===== src/inc/gpio_led_pkg.sv =====
package gpio_led_pkg;
   // pin counts and register-bus address width
   localparam int PIN_COUNT = 3;
   localparam int GPO_COUNT = 2;
   localparam int ADDR_W = 8;

   // byte offsets on the register bus
   localparam logic [7:0] CFG_OFFSET = 8'h88;
   localparam logic [7:0] STATUS_OFFSET = 8'h58;
   localparam logic [7:0] ENABLE_OFFSET = 8'h5C;

   // field positions inside pin_function_config
   localparam int LED_LSB = 28;
   localparam int POL_LSB = 24;
   localparam int ROM_SEL_LSB = 20;
   localparam int BUF_LSB = 16;
   localparam int DIR_LSB = 8;
   localparam int GPO_LSB = 3;
   localparam int LEVEL_LSB = 0;

   // writable bits; reserved bits stay zero
   localparam logic [31:0] CFG_WMASK = 32'h7777_071F;
   localparam logic [31:0] CFG_RESET = 32'h0000_0000;
   localparam logic [2:0] PINS_RESET = 3'h0;

   localparam logic [1:0] RESP_OKAY = 2'h0;
   localparam logic [1:0] RESP_SLVERR = 2'h2;

   // input qualification time, rounded up to whole clocks
   localparam int CLK_PERIOD_NS = 20;
   localparam int QUAL_TIME_NS = 40;
   localparam int QUAL_RAW = (QUAL_TIME_NS + CLK_PERIOD_NS - 1) / CLK_PERIOD_NS;
   localparam int QUAL_CYCLES = (QUAL_RAW < 1) ? 1 : QUAL_RAW;

   // serial-rom pin function select codes
   typedef enum logic [2:0] {
      ROM_NATIVE    = 3'h0,
      ROM_GPO_BOTH  = 3'h1,
      ROM_RSVD_A    = 3'h2,
      ROM_GPO_RXDV  = 3'h3,
      ROM_RSVD_B    = 3'h4,
      ROM_TXEN_GPO  = 3'h5,
      ROM_TXEN_RXDV = 3'h6,
      ROM_CLKS      = 3'h7
   } rom_sel_t;
endpackage


===== src/inc/pin_sample_if.sv =====
`timescale 1ns/100ps
interface pin_sample_if;
   logic [2:0] raw_level;
   logic raw_rom_data;
   logic raw_rom_clock;
   logic [2:0] pin_event_polarity;
   logic [2:0] level_sync;
   logic rom_data_sync;
   logic rom_clock_sync;
   logic [2:0] event_hit;

   modport filt (
      input raw_level, raw_rom_data, raw_rom_clock, pin_event_polarity,
      output level_sync, rom_data_sync, rom_clock_sync, event_hit
   );
   modport core (
      output raw_level, raw_rom_data, raw_rom_clock, pin_event_polarity,
      input level_sync, rom_data_sync, rom_clock_sync, event_hit
   );
endinterface


===== src/hdl/gpio_led_pin_config.sv =====
// The implementer's own choice: the AXI4-Lite slave port.
`timescale 1ns/100ps
module gpio_led_pin_config (
   input wire logic aclk,
   input wire logic aresetn,
   input wire logic [7:0] awaddr,
   input wire logic awvalid,
   output logic awready,
   input wire logic [31:0] wdata,
   input wire logic [3:0] wstrb,
   input wire logic wvalid,
   output logic wready,
   output logic [1:0] bresp,
   output logic bvalid,
   input wire logic bready,
   input wire logic [7:0] araddr,
   input wire logic arvalid,
   output logic arready,
   output logic [31:0] rdata,
   output logic [1:0] rresp,
   output logic rvalid,
   input wire logic rready,
   output logic irq,
   input wire logic [2:0] gpio_in,
   output logic [2:0] gpio_out,
   output logic [2:0] gpio_oe,
   input wire logic [2:0] led_drive,
   input wire logic rom_data_in,
   output logic rom_data_out,
   output logic rom_data_oe,
   input wire logic rom_clock_in,
   output logic rom_clock_out,
   output logic rom_clock_oe,
   input wire logic rom_ctrl_clock,
   input wire logic rom_ctrl_data_out,
   input wire logic rom_ctrl_data_oe,
   output logic rom_ctrl_data_in,
   input wire logic tx_en,
   input wire logic tx_clk,
   output logic rx_dv_mon,
   output logic rx_clk_mon
);
   pin_sample_if pins ();

   logic [31:0] cfg, next_cfg;
   logic [2:0] status, next_status;
   logic [2:0] enable, next_enable;
   logic irq_q, next_irq;
   logic pending_any;
   logic aw_held, next_aw_held, w_held, next_w_held;
   logic [7:0] aw_addr, next_aw_addr, ar_addr;
   logic [31:0] w_data, next_w_data;
   logic [3:0] w_strb, next_w_strb;
   logic bvalid_q, next_bvalid;
   logic [1:0] bresp_q, next_bresp;
   logic rvalid_q, next_rvalid;
   logic [1:0] rresp_q, next_rresp;
   logic [31:0] rdata_q, next_rdata;
   logic do_write;
   logic [2:0] led_sel, pol, drv_pp, dir, level_out;
   logic [1:0] gpo;
   gpio_led_pkg::rom_sel_t rom_sel;
   logic [2:0] next_gpio_out, next_gpio_oe;
   logic next_rom_data_out, next_rom_data_oe;
   logic next_rom_clock_out, next_rom_clock_oe;
   logic next_ctrl_in, next_rx_dv, next_rx_clk;
   logic ctrl_in_q, rx_dv_q, rx_clk_q;

   // byte-lane merge, shared by every writable register
   function automatic logic [31:0] merge(
      input logic [31:0] old,
      input logic [31:0] data,
      input logic [3:0] strb
   );
      logic [31:0] res;
      res = old;
      for (int b = 0; b < 4; b++) begin
         if (strb[b]) res[b*8 +: 8] = data[b*8 +: 8];
      end
      return res;
   endfunction

   pin_input_filter #(
      .QUAL(gpio_led_pkg::QUAL_CYCLES)
   ) filter (
      .aclk(aclk),
      .aresetn(aresetn),
      .pins(pins.filt)
   );

   // field views of the configuration word
   always_comb begin
      led_sel = cfg[gpio_led_pkg::LED_LSB +: 3];
      pol = cfg[gpio_led_pkg::POL_LSB +: 3];
      rom_sel = gpio_led_pkg::rom_sel_t'(cfg[gpio_led_pkg::ROM_SEL_LSB +: 3]);
      drv_pp = cfg[gpio_led_pkg::BUF_LSB +: 3];
      dir = cfg[gpio_led_pkg::DIR_LSB +: 3];
      gpo = cfg[gpio_led_pkg::GPO_LSB +: 2];
      level_out = cfg[gpio_led_pkg::LEVEL_LSB +: 3];
   end

   assign pins.raw_level = gpio_in;
   assign pins.raw_rom_data = rom_data_in;
   assign pins.raw_rom_clock = rom_clock_in;
   assign pins.pin_event_polarity = pol;

   // write channel: address and data taken in either order
   always_comb begin
      next_aw_held = aw_held;
      next_w_held = w_held;
      next_aw_addr = aw_addr;
      next_w_data = w_data;
      next_w_strb = w_strb;
      next_bvalid = bvalid_q;
      next_bresp = bresp_q;
      do_write = aw_held && w_held && !bvalid_q;
      if (awvalid && awready) begin
         next_aw_held = 1'b1;
         next_aw_addr = awaddr;
      end
      if (wvalid && wready) begin
         next_w_held = 1'b1;
         next_w_data = wdata;
         next_w_strb = wstrb;
      end
      if (do_write) begin
         next_aw_held = 1'b0;
         next_w_held = 1'b0;
         next_bvalid = 1'b1;
         if (aw_addr == gpio_led_pkg::CFG_OFFSET ||
             aw_addr == gpio_led_pkg::STATUS_OFFSET ||
             aw_addr == gpio_led_pkg::ENABLE_OFFSET) begin
            next_bresp = gpio_led_pkg::RESP_OKAY;
         end else begin
            next_bresp = gpio_led_pkg::RESP_SLVERR;
         end
      end else if (bvalid_q && bready) begin
         next_bvalid = 1'b0;
      end
   end

   assign awready = !aw_held && !bvalid_q;
   assign wready = !w_held && !bvalid_q;
   assign bvalid = bvalid_q;
   assign bresp = bresp_q;

   // register contents; a pin event beats a same-cycle clear
   always_comb begin
      logic [31:0] wm;
      wm = merge(32'h0000_0000, w_data, w_strb);
      next_cfg = cfg;
      next_enable = enable;
      next_status = status;
      if (do_write && aw_addr == gpio_led_pkg::CFG_OFFSET) begin
         next_cfg = merge(cfg, w_data, w_strb) & gpio_led_pkg::CFG_WMASK;
      end
      if (do_write && aw_addr == gpio_led_pkg::ENABLE_OFFSET) begin
         next_enable = wm[2:0];
      end
      if (do_write && aw_addr == gpio_led_pkg::STATUS_OFFSET) begin
         next_status = status & ~wm[2:0];
      end
      next_status = next_status | pins.event_hit;
      pending_any = |(status & enable);
      next_irq = pending_any;
   end

   // read channel: one cycle from address to data
   always_comb begin
      next_rvalid = rvalid_q;
      next_rdata = rdata_q;
      next_rresp = rresp_q;
      if (arvalid && arready) begin
         next_rvalid = 1'b1;
         next_rresp = gpio_led_pkg::RESP_OKAY;
         next_rdata = 32'h0000_0000;
         if (araddr == gpio_led_pkg::CFG_OFFSET) begin
            next_rdata = cfg;
            // pin levels read back from the pins themselves
            next_rdata[gpio_led_pkg::LEVEL_LSB +: 3] = pins.level_sync;
         end else if (araddr == gpio_led_pkg::STATUS_OFFSET) begin
            next_rdata[2:0] = status;
         end else if (araddr == gpio_led_pkg::ENABLE_OFFSET) begin
            next_rdata[2:0] = enable;
         end else begin
            next_rresp = gpio_led_pkg::RESP_SLVERR;
         end
      end else if (rvalid_q && rready) begin
         next_rvalid = 1'b0;
      end
   end

   assign arready = !rvalid_q;
   assign rvalid = rvalid_q;
   assign rdata = rdata_q;
   assign rresp = rresp_q;
   assign irq = irq_q;
   assign ar_addr = araddr;

   // general-purpose pins: led, push-pull, open-drain or input
   always_comb begin
      for (int i = 0; i < 3; i++) begin
         if (led_sel[i]) begin
            next_gpio_oe[i] = 1'b1;
            next_gpio_out[i] = led_drive[i];
         end else if (dir[i] && drv_pp[i]) begin
            next_gpio_oe[i] = 1'b1;
            next_gpio_out[i] = level_out[i];
         end else if (dir[i]) begin
            // open-drain only ever pulls low
            next_gpio_oe[i] = !level_out[i];
            next_gpio_out[i] = 1'b0;
         end else begin
            next_gpio_oe[i] = 1'b0;
            next_gpio_out[i] = 1'b0;
         end
      end
   end

   // serial-rom pin routing; reserved codes leave both pins floating
   always_comb begin
      next_rom_data_out = 1'b0;
      next_rom_data_oe = 1'b0;
      next_rom_clock_out = 1'b0;
      next_rom_clock_oe = 1'b0;
      next_ctrl_in = 1'b0;
      next_rx_dv = 1'b0;
      next_rx_clk = 1'b0;
      case (rom_sel)
         gpio_led_pkg::ROM_NATIVE: begin
            next_rom_data_out = rom_ctrl_data_out;
            next_rom_data_oe = rom_ctrl_data_oe;
            next_rom_clock_out = rom_ctrl_clock;
            next_rom_clock_oe = 1'b1;
            next_ctrl_in = pins.rom_data_sync;
         end
         gpio_led_pkg::ROM_GPO_BOTH: begin
            next_rom_data_out = gpo[0];
            next_rom_data_oe = 1'b1;
            next_rom_clock_out = gpo[1];
            next_rom_clock_oe = 1'b1;
         end
         gpio_led_pkg::ROM_GPO_RXDV: begin
            next_rom_data_out = gpo[0];
            next_rom_data_oe = 1'b1;
            next_rx_dv = pins.rom_clock_sync;
         end
         gpio_led_pkg::ROM_TXEN_GPO: begin
            next_rom_data_out = tx_en;
            next_rom_data_oe = 1'b1;
            next_rom_clock_out = gpo[1];
            next_rom_clock_oe = 1'b1;
         end
         gpio_led_pkg::ROM_TXEN_RXDV: begin
            next_rom_data_out = tx_en;
            next_rom_data_oe = 1'b1;
            next_rx_dv = pins.rom_clock_sync;
         end
         gpio_led_pkg::ROM_CLKS: begin
            // resampled, so only slow clocks pass faithfully
            next_rom_data_out = tx_clk;
            next_rom_data_oe = 1'b1;
            next_rx_clk = pins.rom_clock_sync;
         end
         default: begin
            next_rom_data_oe = 1'b0;
         end
      endcase
   end

   // register every group; reset leaves the gpio pins as inputs and the rom pins in ROM_NATIVE routing
   always_ff @(posedge aclk) begin
      if (!aresetn) begin
         cfg <= gpio_led_pkg::CFG_RESET;
         status <= gpio_led_pkg::PINS_RESET;
         enable <= gpio_led_pkg::PINS_RESET;
         irq_q <= 1'b0;
         aw_held <= 1'b0;
         w_held <= 1'b0;
         aw_addr <= 8'h00;
         w_data <= 32'h0000_0000;
         w_strb <= 4'h0;
         bvalid_q <= 1'b0;
         bresp_q <= gpio_led_pkg::RESP_OKAY;
         rvalid_q <= 1'b0;
         rresp_q <= gpio_led_pkg::RESP_OKAY;
         rdata_q <= 32'h0000_0000;
         gpio_out <= 3'h0;
         gpio_oe <= 3'h0;
         rom_data_out <= 1'b0;
         rom_data_oe <= 1'b0;
         rom_clock_out <= 1'b0;
         rom_clock_oe <= 1'b0;
         ctrl_in_q <= 1'b0;
         rx_dv_q <= 1'b0;
         rx_clk_q <= 1'b0;
      end else begin
         cfg <= next_cfg;
         status <= next_status;
         enable <= next_enable;
         irq_q <= next_irq;
         aw_held <= next_aw_held;
         w_held <= next_w_held;
         aw_addr <= next_aw_addr;
         w_data <= next_w_data;
         w_strb <= next_w_strb;
         bvalid_q <= next_bvalid;
         bresp_q <= next_bresp;
         rvalid_q <= next_rvalid;
         rresp_q <= next_rresp;
         rdata_q <= next_rdata;
         gpio_out <= next_gpio_out;
         gpio_oe <= next_gpio_oe;
         rom_data_out <= next_rom_data_out;
         rom_data_oe <= next_rom_data_oe;
         rom_clock_out <= next_rom_clock_out;
         rom_clock_oe <= next_rom_clock_oe;
         ctrl_in_q <= next_ctrl_in;
         rx_dv_q <= next_rx_dv;
         rx_clk_q <= next_rx_clk;
      end
   end

   assign rom_ctrl_data_in = ctrl_in_q;
   assign rx_dv_mon = rx_dv_q;
   assign rx_clk_mon = rx_clk_q;
endmodule // gpio_led_pin_config


===== src/hdl/pin_input_filter.sv =====
`timescale 1ns/100ps
module pin_input_filter #(
   parameter int QUAL = gpio_led_pkg::QUAL_CYCLES
) (
   input wire logic aclk,
   input wire logic aresetn,
   pin_sample_if.filt pins
);
   localparam int CW = $clog2(QUAL + 1);
   localparam logic [CW-1:0] QUAL_C = CW'(QUAL);

   logic [4:0] sync1, sync2, next_sync1, next_sync2;
   logic [CW-1:0] count [3];
   logic [CW-1:0] next_count [3];
   logic [2:0] hit, next_hit;
   logic [2:0] active;
   logic [1:0] fill, next_fill;

   // two flops per pin input; only the second stage is looked at
   always_comb begin
      next_sync1 = {pins.raw_rom_clock, pins.raw_rom_data, pins.raw_level};
      next_sync2 = sync1;
      next_fill = {fill[0], 1'b1};
   end

   // a level counts only once held active for the whole qualify time
   always_comb begin
      // gated until real samples arrive: reset zeros would fake a low level
      active = (sync2[2:0] ~^ pins.pin_event_polarity) & {3{fill[1]}};
      for (int i = 0; i < 3; i++) begin
         if (!active[i]) begin
            next_count[i] = '0;
         end else if (count[i] == QUAL_C) begin
            next_count[i] = QUAL_C;
         end else begin
            next_count[i] = count[i] + CW'(1);
         end
         next_hit[i] = (next_count[i] == QUAL_C);
      end
   end

   always_ff @(posedge aclk) begin
      if (!aresetn) begin
         sync1 <= 5'h00;
         sync2 <= 5'h00;
         hit <= 3'h0;
         fill <= 2'h0;
         for (int i = 0; i < 3; i++) count[i] <= '0;
      end else begin
         fill <= next_fill;
         sync1 <= next_sync1;
         sync2 <= next_sync2;
         hit <= next_hit;
         for (int i = 0; i < 3; i++) count[i] <= next_count[i];
      end
   end

   assign pins.level_sync = sync2[2:0];
   assign pins.rom_data_sync = sync2[3];
   assign pins.rom_clock_sync = sync2[4];
   assign pins.event_hit = hit;
endmodule // pin_input_filter


===== config.mk =====
export PLATFORM = sky130hd
export DESIGN_NAME = gpio_led_pin_config
export DESIGN_NICKNAME = d
export VERILOG_FILES = /design/src/inc/gpio_led_pkg.sv /design/src/inc/pin_sample_if.sv /design/src/hdl/gpio_led_pin_config.sv /design/src/hdl/pin_input_filter.sv
export SDC_FILE = /design/constraint.sdc
export NUM_CORES = 1
export LEC_CHECK = 0
export BUFFER_PORTS_ARGS = -buffer_cell sky130_fd_sc_hd__buf_2
export CAP_MARGIN = 5
export CORE_UTILIZATION = 55
export DETAILED_ROUTE_END_ITERATION = 10
export HOLD_SLACK_MARGIN = 0.05
export PLACE_DENSITY = 0.83
export SLEW_MARGIN = 20
export SYNTH_ARGS = -nofsm -noshare
export SYNTH_HDL_FRONTEND = slang
export SYNTH_SLANG_ARGS = --single-unit

===== constraint.sdc =====
create_clock -name aclk -period 3.4 [get_ports aclk]
set_input_delay 0.51 -clock aclk [delete_from_list [all_inputs] [get_ports aclk]]
set_output_delay 0.51 -clock aclk [all_outputs]
set_load 0.02 [all_outputs]

==> results of run 1 <==
flip-flops by register name (all words and copies together), names as in the netlist, 2 cells and up:
name and count:
aw_addr 8, cfg 20, enable 3, filter.count 6, filter.fill 2, filter.next_sync2 5
filter.pins.event_hit 3, filter.sync2 5, gpio_oe 3, gpio_out 3, rdata 20, status 3
w_data 20, w_strb 4
worst reg2reg max path: cells and delay by family, from the launching register on:
family           cells  cell delay (ns)
and+or+nand+nor      2             1.09
muxes                1             0.37
DFF                  1             0.34
cell families (layout without fill, tap and decap cells):
family | count (synthesis) | count (layout)
other | 1 | 14
and+or+nand+nor | 185 | 185
xor gates and xnor gates | 4 | 4
DFF | 119 | 119
adders and majority gates | 3 | 3
AOI/OAI and AO/OA | 73 | 73
muxes | 36 | 36
buffers and inverters | 58 | 151
power groups by stage:
stage          registers [mW]  clock network, mW  logic [mW]
6_report                 1.47               1.88       0.221
3_5_place_dp             1.50                  0       0.219
4_1_cts                  1.47               1.90       0.223
2_1_floorplan            1.50                  0       0.157
3_3_place_gp             1.50                  0       0.212
5_1_grt                  1.48               1.96       0.247
routing by layer:
layer / up-vias / part of all wire
li1: 1797 / -
met1: 1697 / 0.44
met2: 106 / 0.48
met3: 27 / 0.045
met4: 0 / 0.030
met5: - / 0
cell type report:
| type | instances | area, µm² |
|---|---|---|
| Fill cell | 618 | 2432 |
| Sequential cell | 119 | 2382 |
| Multi-Input combinational cell | 315 | 2012 |
| Timing Repair Buffer | 104 | 533.0 |
| Clock buffer | 21 | 449.2 |
| Clock inverter | 10 | 175.2 |
| Tap cell | 105 | 131.4 |
| Inverter | 16 | 60.06 |
worst max path at each step:
stage	endpoint	start	depth (start not counted)
after floorplan	rdata[18]	araddr[5]	5
after global placement	rdata[20]	araddr[5]	4
after detailed placement	rdata[28]	araddr[5]	4
after CTS	cfg[22]	aw_addr[0]	3
after global routing	cfg[22]	aw_addr[2]	3
final	cfg[22]	aw_addr[2]	3
placed cells by master (no fill, tap or decap), types with 3 or more instances in the layout:
master     instances
clkinv_2           5
buf_4              5
clkbuf_16         16
and2_1            19
nand2_1           99
a32o_1            10
a32o_2            10
nor2b_1           12
buf_2             99
dfxtp_1          119
ha_1               3
mux2i_1           35
o32ai_1            3
clkbuf_8           3
xor2_1             3
inv_1             15
nor4b_1            4
nand2b_1           7
a21boi_1          21
nand3_1            7
a31oi_1            4
conb_1            14
o21ai_0            8
a21oi_1           12
nor2_1            17
nand4_1            4
bufinv_16          5
per-stage QoR:
step | cell area [µm²] | hold WS [ns] | power (mW)
detailed placement | 5119 | 0.4207 | 1.718
global placement | 5119 | 0.4136 | 1.709
global route | 5743 | 0.2080 | 3.683
CTS | 5743 | 0.1927 | 3.592
finish | 5743 | 0.2092 | 3.572
floorplan | 4678 | 0.4119 | 1.655
==> flow_metrics.env, run 1 <==
export IMPL_syn_avg_cell_area_um2=9.665
export IMPL_viasPerCell=5.257
export IMPL_ff2ff_setup_slack_ns=1.50
export IMPL_end_kind="register"
export IMPL_slew_limit_headroom=0.4051
export IMPL_antenna_found_initial=0
export IMPL_fin_ws_ns=1.498
export IMPL_coreArea_mm2=0.008175
export IMPL_grt_overflow_total=0
export IMPL_dp_cells=659
export IMPL_drive_gt1_frac=0.2598
export IMPL_p_sw_uw=751.2
export IMPL_r2r_start="aw_addr[2]"
export IMPL_min_path_cells=2
export IMPL_syn_inst=479
export IMPL_fmaxAchievable_ghz=0.5257
export IMPL_clkSinkCount=119
export IMPL_status="completed"
export IMPL_power_internal_mw=2.821
export IMPL_clock_latency_ns=0.51
export IMPL_ant_nets=0
export IMPL_crit_fanout=6
export IMPL_setup_viol=0
export IMPL_post_drt_wl_per_cell_um=14.45
export IMPL_cp_buffers_inverters=0
export IMPL_synth_edff_count=0
export IMPL_p_per_area_mw_per_mm2=622.1
export IMPL_grtUsageMet1=0.2832
export IMPL_worstPathRequired_ns=3.81
export IMPL_grt_usage=0.2378
export IMPL_synth_largest_area_cell="dfxtp_1"
export IMPL_slowest_stage="nor4b_2"
export IMPL_yosys_top_cells_area="dfxtp_1, nand2_1, mux2i_1"
export IMPL_dominantRegCellSynth="dfxtp_1"
export IMPL_clock_path_buffers=2
export IMPL_gp_congestion=0.7785
export IMPL_setup_tns_final_ns=0
export IMPL_syn_to_final_growth_pct=24.05
export IMPL_synth_mux_area_frac=0.07811
export IMPL_r2r_cells=3
export IMPL_die_x_um=93.75
export IMPL_tightestPinTransition_ns=0.8857
export IMPL_p_seq_frac=0.412
export IMPL_drv_cap=0
export IMPL_start_util=0.5663
export IMPL_ys_ff_latch=119
export IMPL_gr_usage_met2=0.3960
export IMPL_routed_wl_mm=9.972
export IMPL_h_tree_depth=4
export IMPL_crit_arrival_ns=2.31
export IMPL_cts_resized_gates=0
export IMPL_synth_top_family_by_area="simple AND/OR/NAND/NOR gates"
export IMPL_crit_chain="nor4b_2 -> nand4_1 -> mux2i_1"
export IMPL_slowest_delay_ns=0.59
export IMPL_dr_pass1_iters=6
export IMPL_grt_pass1_wl_mm=16.01
export IMPL_hpwl_mm=6.570
export IMPL_synth_cell_types=47
export IMPL_yosys_warnings=0
export IMPL_post_cts_setup_buffers=0
export IMPL_sw_frac_of_total=0.2103
export IMPL_r2r_end="cfg[22]"
export IMPL_hp_class="input pin to register"
export IMPL_rsz0062_at_grt="false"
export IMPL_synth_top_area_share=0.5146
export IMPL_fin_nets=648
export IMPL_synth_xor_area_frac=0.007568
export IMPL_antennaDiodeCount=0
export IMPL_grt_max_degree=90
export IMPL_pwr_share_clk=0.526
export IMPL_crit_family="simple AND/OR/NAND/NOR gates"
export IMPL_hold_start="gpio_in[1]"
export IMPL_cts_made_buffers=17
export IMPL_synth_simple_area_share=0.2062
export IMPL_period_share=0.5595
export IMPL_post_route_util=0.7025
export IMPL_crit_type="register to register"
export IMPL_grt_pass1_vias=3397
export IMPL_p_comb_frac=0.062
export IMPL_grt_use_met3=0.05016
export IMPL_layout_min_cycle_time_ns=1.902
export IMPL_root_buffer="clkbuf_8"
export IMPL_grt_busiest_layer="met2"
export IMPL_synth_fa_ha_area_frac=0.008108
export IMPL_hold_buffers=0
export IMPL_rows=33
export IMPL_post_synth_top_count_cell="dfxtp_1"
export IMPL_place_ws_ns=1.090
export IMPL_portBuffers=100
export IMPL_drv_slew=0
export IMPL_ys_seq_area_frac=0.5146
export IMPL_cts_tree="yes"
export IMPL_synth_compound_area_share=0.1222
export IMPL_hold_end="filter.next_sync2[1]"
export IMPL_p_leak_nw=2.586
export IMPL_ir_worst_vdd_uv=366.9
export IMPL_fin_worst_skew_ns=0.007381
export IMPL_fp_dieH_um=93.75
export IMPL_drtIter0Drc=112
export IMPL_ys_top_cells_by_count="dfxtp_1, nand2_1, mux2i_1"
export IMPL_fin_cells=690
export IMPL_startpoint_type="register"
export IMPL_async_flop_share=0
export IMPL_clk_pin_slew_ns=0.05
export IMPL_die_area_mm2=0.008788
export IMPL_drc_errors=0
export IMPL_vias=3627
export IMPL_pin_count=127
export IMPL_hold_violations=0
export IMPL_synth_area_mm2=0.004629
Note: power is estimated with default switching activity, not from simulation.
==> run 2: changes to the inputs <==
ABC_AREA = 1   (was default)
CORE_UTILIZATION = 52   (was 55)
PLACE_DENSITY = 0.79   (was 0.83)
clock period = 2 ns   (was 3.4 ns; I/O delays follow)
==> run 2 against run 1 <==
  * The flow now finishes with violations (design-rule violations)
  * Hold slack got worse by 0.14 ns
  * First-iteration DRC count grew 120%
  * Via count up 21%
  * Wire length up 13%
  * Critical endpoint is now cfg[18]
  * Clock-buffer cell count fell by 4
  * Sequential share of layout area fell by 2.0 points
  * Critical path depth grew 3
  * Largest power group unchanged
  * Largest cell class unchanged
  * Combinational power increased by 140%
  * Sequential power grew 73%
  * Synthesized cell count grew 31%
==> flow_metrics.env, run 2 <==
export IMPL_drc_errors=9
export IMPL_setup_tns_final_ns=0
export IMPL_mostFrequentLayoutCell="dfxtp_1"
export IMPL_hold_ws_ns=0.06709
export IMPL_portBuffers=100
export IMPL_violations="design-rule violations"
export IMPL_clock_path_buffers=2
export IMPL_power_internal_mw=4.831
export IMPL_post_cts_setup_buffers=0
export IMPL_root_buffer="clkbuf_8"
export IMPL_grt_max_degree=37
export IMPL_worstPathRequired_ns=2.40
export IMPL_post_drt_wl_per_cell_um=13.14
export IMPL_drv_cap=0
export IMPL_tightestPinTransition_ns=0.5776
export IMPL_cts_tree="yes"
export IMPL_drive_gt1_frac=0.2102
export IMPL_fp_dieH_um=98.04
export IMPL_setup_viol=0
export IMPL_rows=34
export IMPL_hpwl_mm=7.555
export IMPL_die_x_um=98.04
export IMPL_ir_worst_vdd_uv=696.3
export IMPL_hold_violations=0
export IMPL_p_comb_frac=0.084
export IMPL_sw_frac_of_total=0.2376
export IMPL_crit_fanout=13
export IMPL_p_seq_frac=0.403
export IMPL_final_cell_mix="dfxtp_1, nand2_1, buf_2, inv_1, a21oi_1"
export IMPL_syn_inst=626
export IMPL_pwr_share_clk=0.513
export IMPL_slew_limit_headroom=0.6137
export IMPL_period_share=0.7805
export IMPL_dp_cells=812
export IMPL_yosys_top_cells_area="dfxtp_1, nand2_1, a21oi_1"
export IMPL_pin_count=127
export IMPL_drv_slew=0
export IMPL_ys_seq_area_frac=0.4967
export IMPL_synth_cell_types=35
export IMPL_coreArea_mm2=0.008806
export IMPL_hp_class="input pin to register"
export IMPL_place_ws_ns=0.5045
export IMPL_syn_to_final_growth_pct=25.93
export IMPL_dominantRegCellSynth="dfxtp_1"
export IMPL_crit_type="register to register"
export IMPL_h_tree_depth=4
export IMPL_rsz0062_at_grt="false"
export IMPL_p_sw_mw=1.506
export IMPL_ys_top_cells_by_count="dfxtp_1, nand2_1, inv_1"
export IMPL_ys_ff_latch=119
export IMPL_clock_latency_ns=0.51
export IMPL_layout_min_cycle_time_ns=1.561
export IMPL_end_kind="register"
export IMPL_dr_pass1_iters=7
export IMPL_synth_area_mm2=0.004796
export IMPL_viasPerCell=5.143
export IMPL_startpoint_type="register"
export IMPL_cts_made_buffers=17
export IMPL_synth_edff_count=0
export IMPL_yosys_warnings=0
export IMPL_routed_wl_mm=11.23
export IMPL_grt_pass1_wl_mm=19.16
export IMPL_antennaDiodeCount=0
export IMPL_fin_ws_ns=0.4390
export IMPL_async_flop_share=0
export IMPL_fmaxAchievable_ghz=0.6406
export IMPL_fin_nets=809
export IMPL_fin_worst_skew_ns=0.008564
export IMPL_grt_usage=0.2507
export IMPL_p_per_area_mw_per_mm2=1049
export IMPL_drtIter0Drc=251
export IMPL_clk_pin_slew_ns=0.06
export IMPL_synth_top_area_share=0.4967
export IMPL_grt_pass1_vias=4281
export IMPL_placed_area_mm2=0.005291
export IMPL_p_leak_nw=2.747
export IMPL_crit_arrival_ns=1.96
export IMPL_syn_avg_cell_area_um2=7.661
export IMPL_start_util=0.5446
export IMPL_post_synth_top_count_cell="dfxtp_1"
export IMPL_vias=4397
export IMPL_gp_congestion=0.8377
export IMPL_final_area_mm2=0.006040
export IMPL_die_area_mm2=0.009611
export IMPL_fin_cells=855
export IMPL_clkSinkCount=119
export IMPL_antenna_found_initial=0
export IMPL_grt_overflow_total=0
export IMPL_synth_largest_area_cell="dfxtp_1"
export IMPL_status="finished, violations left"
export IMPL_ant_nets=0
-- run 2: final timing paths --
| path | startpoint | end | slack (ns) | cells after the start |
|---|---|---|---|---|
| max | w_held | cfg[18] | 0.44 | 6 |
| min reg2reg | filter.next_sync2[1] | filter.sync2[1] | 0.41 | 2 |
| max reg2reg | w_held | cfg[18] | 0.44 | 6 |
| min | awaddr[7] | aw_addr[7] | 0.07 | 3 |
-- run 2: repair_timing --
item | CTS | global route
resized for setup | 0 | 0
hold buffers | 11 | 0
hold endpoints to repair | 11 | 0
setup endpoints to repair | 0 | 0
-- run 2: per-stage QoR --
| step | utilization | power, mW |
|---|---|---|
| after floorplan | - | 2.962 |
| after global placement | 0.6009 | 3.087 |
| after detailed placement | 0.6009 | 3.108 |
| after CTS | 0.6858 | 6.361 |
| after global routing | 0.6858 | 6.569 |
| final | 0.6858 | 6.337 |
-- run 2: layout make-up --
type | instances | area [µm²]
clock buffer | 17 | 414.1
clock inverter | 15 | 224.0
fill | 695 | 2766
inverter | 90 | 339.1
multi-input combinational | 385 | 1847
sequential | 119 | 2382
tap | 108 | 135.1
timing repair buffer | 121 | 698.2
-- run 2: per-layer routing --
| layer | routed length (µm) | GRT usage | share of wire |
|---|---|---|---|
| met1 | 4556 | 0.2833 | 0.41 |
| met2 | 5893 | 0.4469 | 0.52 |
| met3 | 518 | 0.05655 | 0.046 |
| met4 | 265 | 0.1177 | 0.024 |
| met5 | 0 | 0 | 0 |
-- run 2: logic make-up (layout without fill, tap and decap cells) --
logic type	after synthesis	in the layout	share of synthesized area
other	1	14	0.0007819
and+or+nand+nor	235	235	0.2220
AOI/OAI and AO/OA	131	131	0.1406
xor gates and xnor gates	2	2	0.003653
adders and majority gates	3	3	0.007828
buffers and inverters	135	243	0.1284
DFF	119	119	0.4967
-- run 2: power groups by stage --
stage                     registers [mW]  logic [mW]  clock network [mW]
after floorplan                     2.62       0.337                   0
after global placement              2.60       0.491                   0
after detailed placement            2.60       0.507                   0
after CTS                           2.55       0.531                3.28
after global routing                2.57       0.597                3.41
final                               2.55       0.531                3.25
-- run 2: worst max-delay path, cell delays in order, from the launching register on --
cell and delay [ns]:
dfxtp_1 0.33, inv_1 0.07, nor3_4 0.50, buf_4 0.28, nand4_1 0.12, nand2_1 0.09
nor2_1 0.05
==> run 3: changes to the inputs <==
CORE_UTILIZATION = 47   (was 52)
PLACE_DENSITY = 0.75   (was 0.79)
clock period = 1.4 ns   (was 2 ns; I/O delays follow)
==> run 3 against run 2 <==
  * The flow finishes with violations (negative setup slack)
  * Clock skew is 0.00083 ns lower
  * Sequential share of layout area down 3.1 points
  * Clock-buffer cell count unchanged
  * Setup slack got worse by 0.46 ns
  * Combinational power up 71%
  * Critical path depth down 4
  * Critical path type is now register to primary output
  * Largest cell class unchanged
  * Highest routed layer unchanged
==> flow_metrics.env, run 3 (synthesized netlist as in run 2, its figures left out) <==
export IMPL_dr_pass1_iters=5
export IMPL_drv_cap=0
export IMPL_grt_max_degree=40
export IMPL_grt_usage=0.2475
export IMPL_hpwl_mm=7.796
export IMPL_layout_min_cycle_time_ns=1.424
export IMPL_ant_nets=0
export IMPL_status="finished, violations left"
export IMPL_viasPerCell=4.957
export IMPL_hold_violations=0
export IMPL_mostFrequentLayoutCell="dfxtp_1"
export IMPL_fin_ws_ns=-0.02364
export IMPL_crit_fanout=5
export IMPL_drv_slew=0
export IMPL_crit_arrival_ns=1.21
export IMPL_portBuffers=100
export IMPL_seqCellArea_mm2=0.002390
export IMPL_ir_worst_vdd_uv=1021
export IMPL_grt_pass1_vias=4439
export IMPL_start_util=0.4884
export IMPL_antennaDiodeCount=0
export IMPL_grt_pass1_wl_mm=19.92
export IMPL_nFillCells=786
export IMPL_gp_congestion=0.8236
export IMPL_clock_path_buffers=2
export IMPL_end_kind="primary output"
export IMPL_setup_tns_final_ns=-0.02364
export IMPL_p_per_area_mw_per_mm2=1363
export IMPL_pin_count=127
export IMPL_multi_input_area_mm2=0.001881
export IMPL_vias=4585
export IMPL_post_drt_wl_per_cell_um=13.40
export IMPL_rsz0062_at_grt="true"
export IMPL_drtIter0Drc=240
export IMPL_final_area_mm2=0.006580
export IMPL_coreArea_mm2=0.009819
export IMPL_antenna_found_initial=0
export IMPL_grt_overflow_total=0
export IMPL_fin_cells=925
export IMPL_placed_area_mm2=0.005385
export IMPL_crit_type="register to primary output"
export IMPL_violations="negative setup slack"
export IMPL_final_cell_mix="dfxtp_1, nand2_1, buf_2, inv_1, a21oi_1"
export IMPL_clk_pin_slew_ns=0.06
export IMPL_fp_dieH_um=103.0
export IMPL_syn_to_final_growth_pct=37.20
export IMPL_fin_nets=854
export IMPL_h_tree_depth=4
export IMPL_rows=36
export IMPL_die_x_um=103.0
export IMPL_root_buffer="clkbuf_8"
export IMPL_dp_cells=838
export IMPL_fin_worst_skew_ns=0.007734
export IMPL_hold_ws_ns=0.1106
export IMPL_cts_made_buffers=17
export IMPL_clkSinkCount=119
export IMPL_period_share=1.017
export IMPL_clock_latency_ns=0.52
export IMPL_startpoint_type="register"
export IMPL_worstPathRequired_ns=1.19
export IMPL_drive_gt1_frac=0.2298
export IMPL_routed_wl_mm=12.39
export IMPL_hp_class="input pin to register"
export IMPL_p_leak_nw=2.934
export IMPL_drc_errors=0
export IMPL_cts_tree="yes"
export IMPL_die_area_mm2=0.01061
export IMPL_setup_viol=1
export IMPL_fmaxAchievable_ghz=0.7024
[run 3: cell count changes in the layout (fill, tap and decap cells not counted), moves of 3 or more]
| cell | delta |
|---|---|
| clkinv_2 | +4 |
| buf_4 | +5 |
| nor2_1 | -5 |
| dlygate4sd3_1 | +36 |
| dfxtp_2 | +6 |
| dfxtp_1 | -6 |
| inv_1 | -3 |
| buf_12 | +4 |
| nor2_2 | +4 |
| inv_2 | +3 |
| inv_6 | -3 |
[run 3: path summary, 6_finish.rpt]
kind | to | slack, ns | from | cells past startpoint
hold / removal | w_data[1] | 0.11 | wdata[1] | 3
setup reg to reg | cfg[22] | 0.06 | aw_addr[6] | 8
setup / recovery | wready | -0.02 | bvalid | 2
hold reg to reg | filter.sync2[1] | 0.41 | filter.next_sync2[1] | 2
[run 3: repair_timing]
item	CTS	global route
setup endpoints to repair	6	23
gates cloned	1	0
resized for setup	5	15
pin swaps	3	8
hold buffers	47	0
endpoints found under the hold margin	47	0
buffers inserted	2	5
[run 3: per-layer routing]
metal,global-route usage,vias to the layer above,share of wire
met5,0,-,0
met4,0.1170,0,0.025
met3,0.05288,31,0.049
met2,0.4549,166,0.53
met1,0.2707,2102,0.40
li1,-,2286,-
[run 3: worst max-delay path, cell delays in order (launching register included)]
cell and delay [ns]:
dfxtp_2 0.36, nor2_2 0.17, buf_4 0.17
[run 3: where the power goes]
part / internal (mW) / total (mW) / leakage [nW] / switching, mW
registers: 3.56 / 3.66 / 0.977 / 0.0964
logic: 0.377 / 0.906 / 1.67 / 0.528
clock network: 2.86 / 4.40 / 0.289 / 1.54
total: 6.80 / 8.97 / 2.93 / 2.17
[run 3: per-stage QoR]
step           setup slack [ns]  utilization  power (mW)
4_1_cts               -0.008252       0.6631       8.962
6_report               -0.02364       0.6701       8.967
2_1_floorplan           0.06927            -       4.234
3_5_place_dp            0.03546       0.5484       4.470
3_3_place_gp            0.09674       0.5484       4.436
5_1_grt                -0.07355       0.6701       9.293
[run 3: final cells by class]
type	count	share of cell area
Clock buffer	17	0.06294
Inverter	90	0.05153
Multi-Input combinational cell	385	0.2858
Tap cell	133	0.02529
Clock inverter	15	0.02814
Timing Repair Buffer	166	0.1831
Sequential cell	119	0.3632
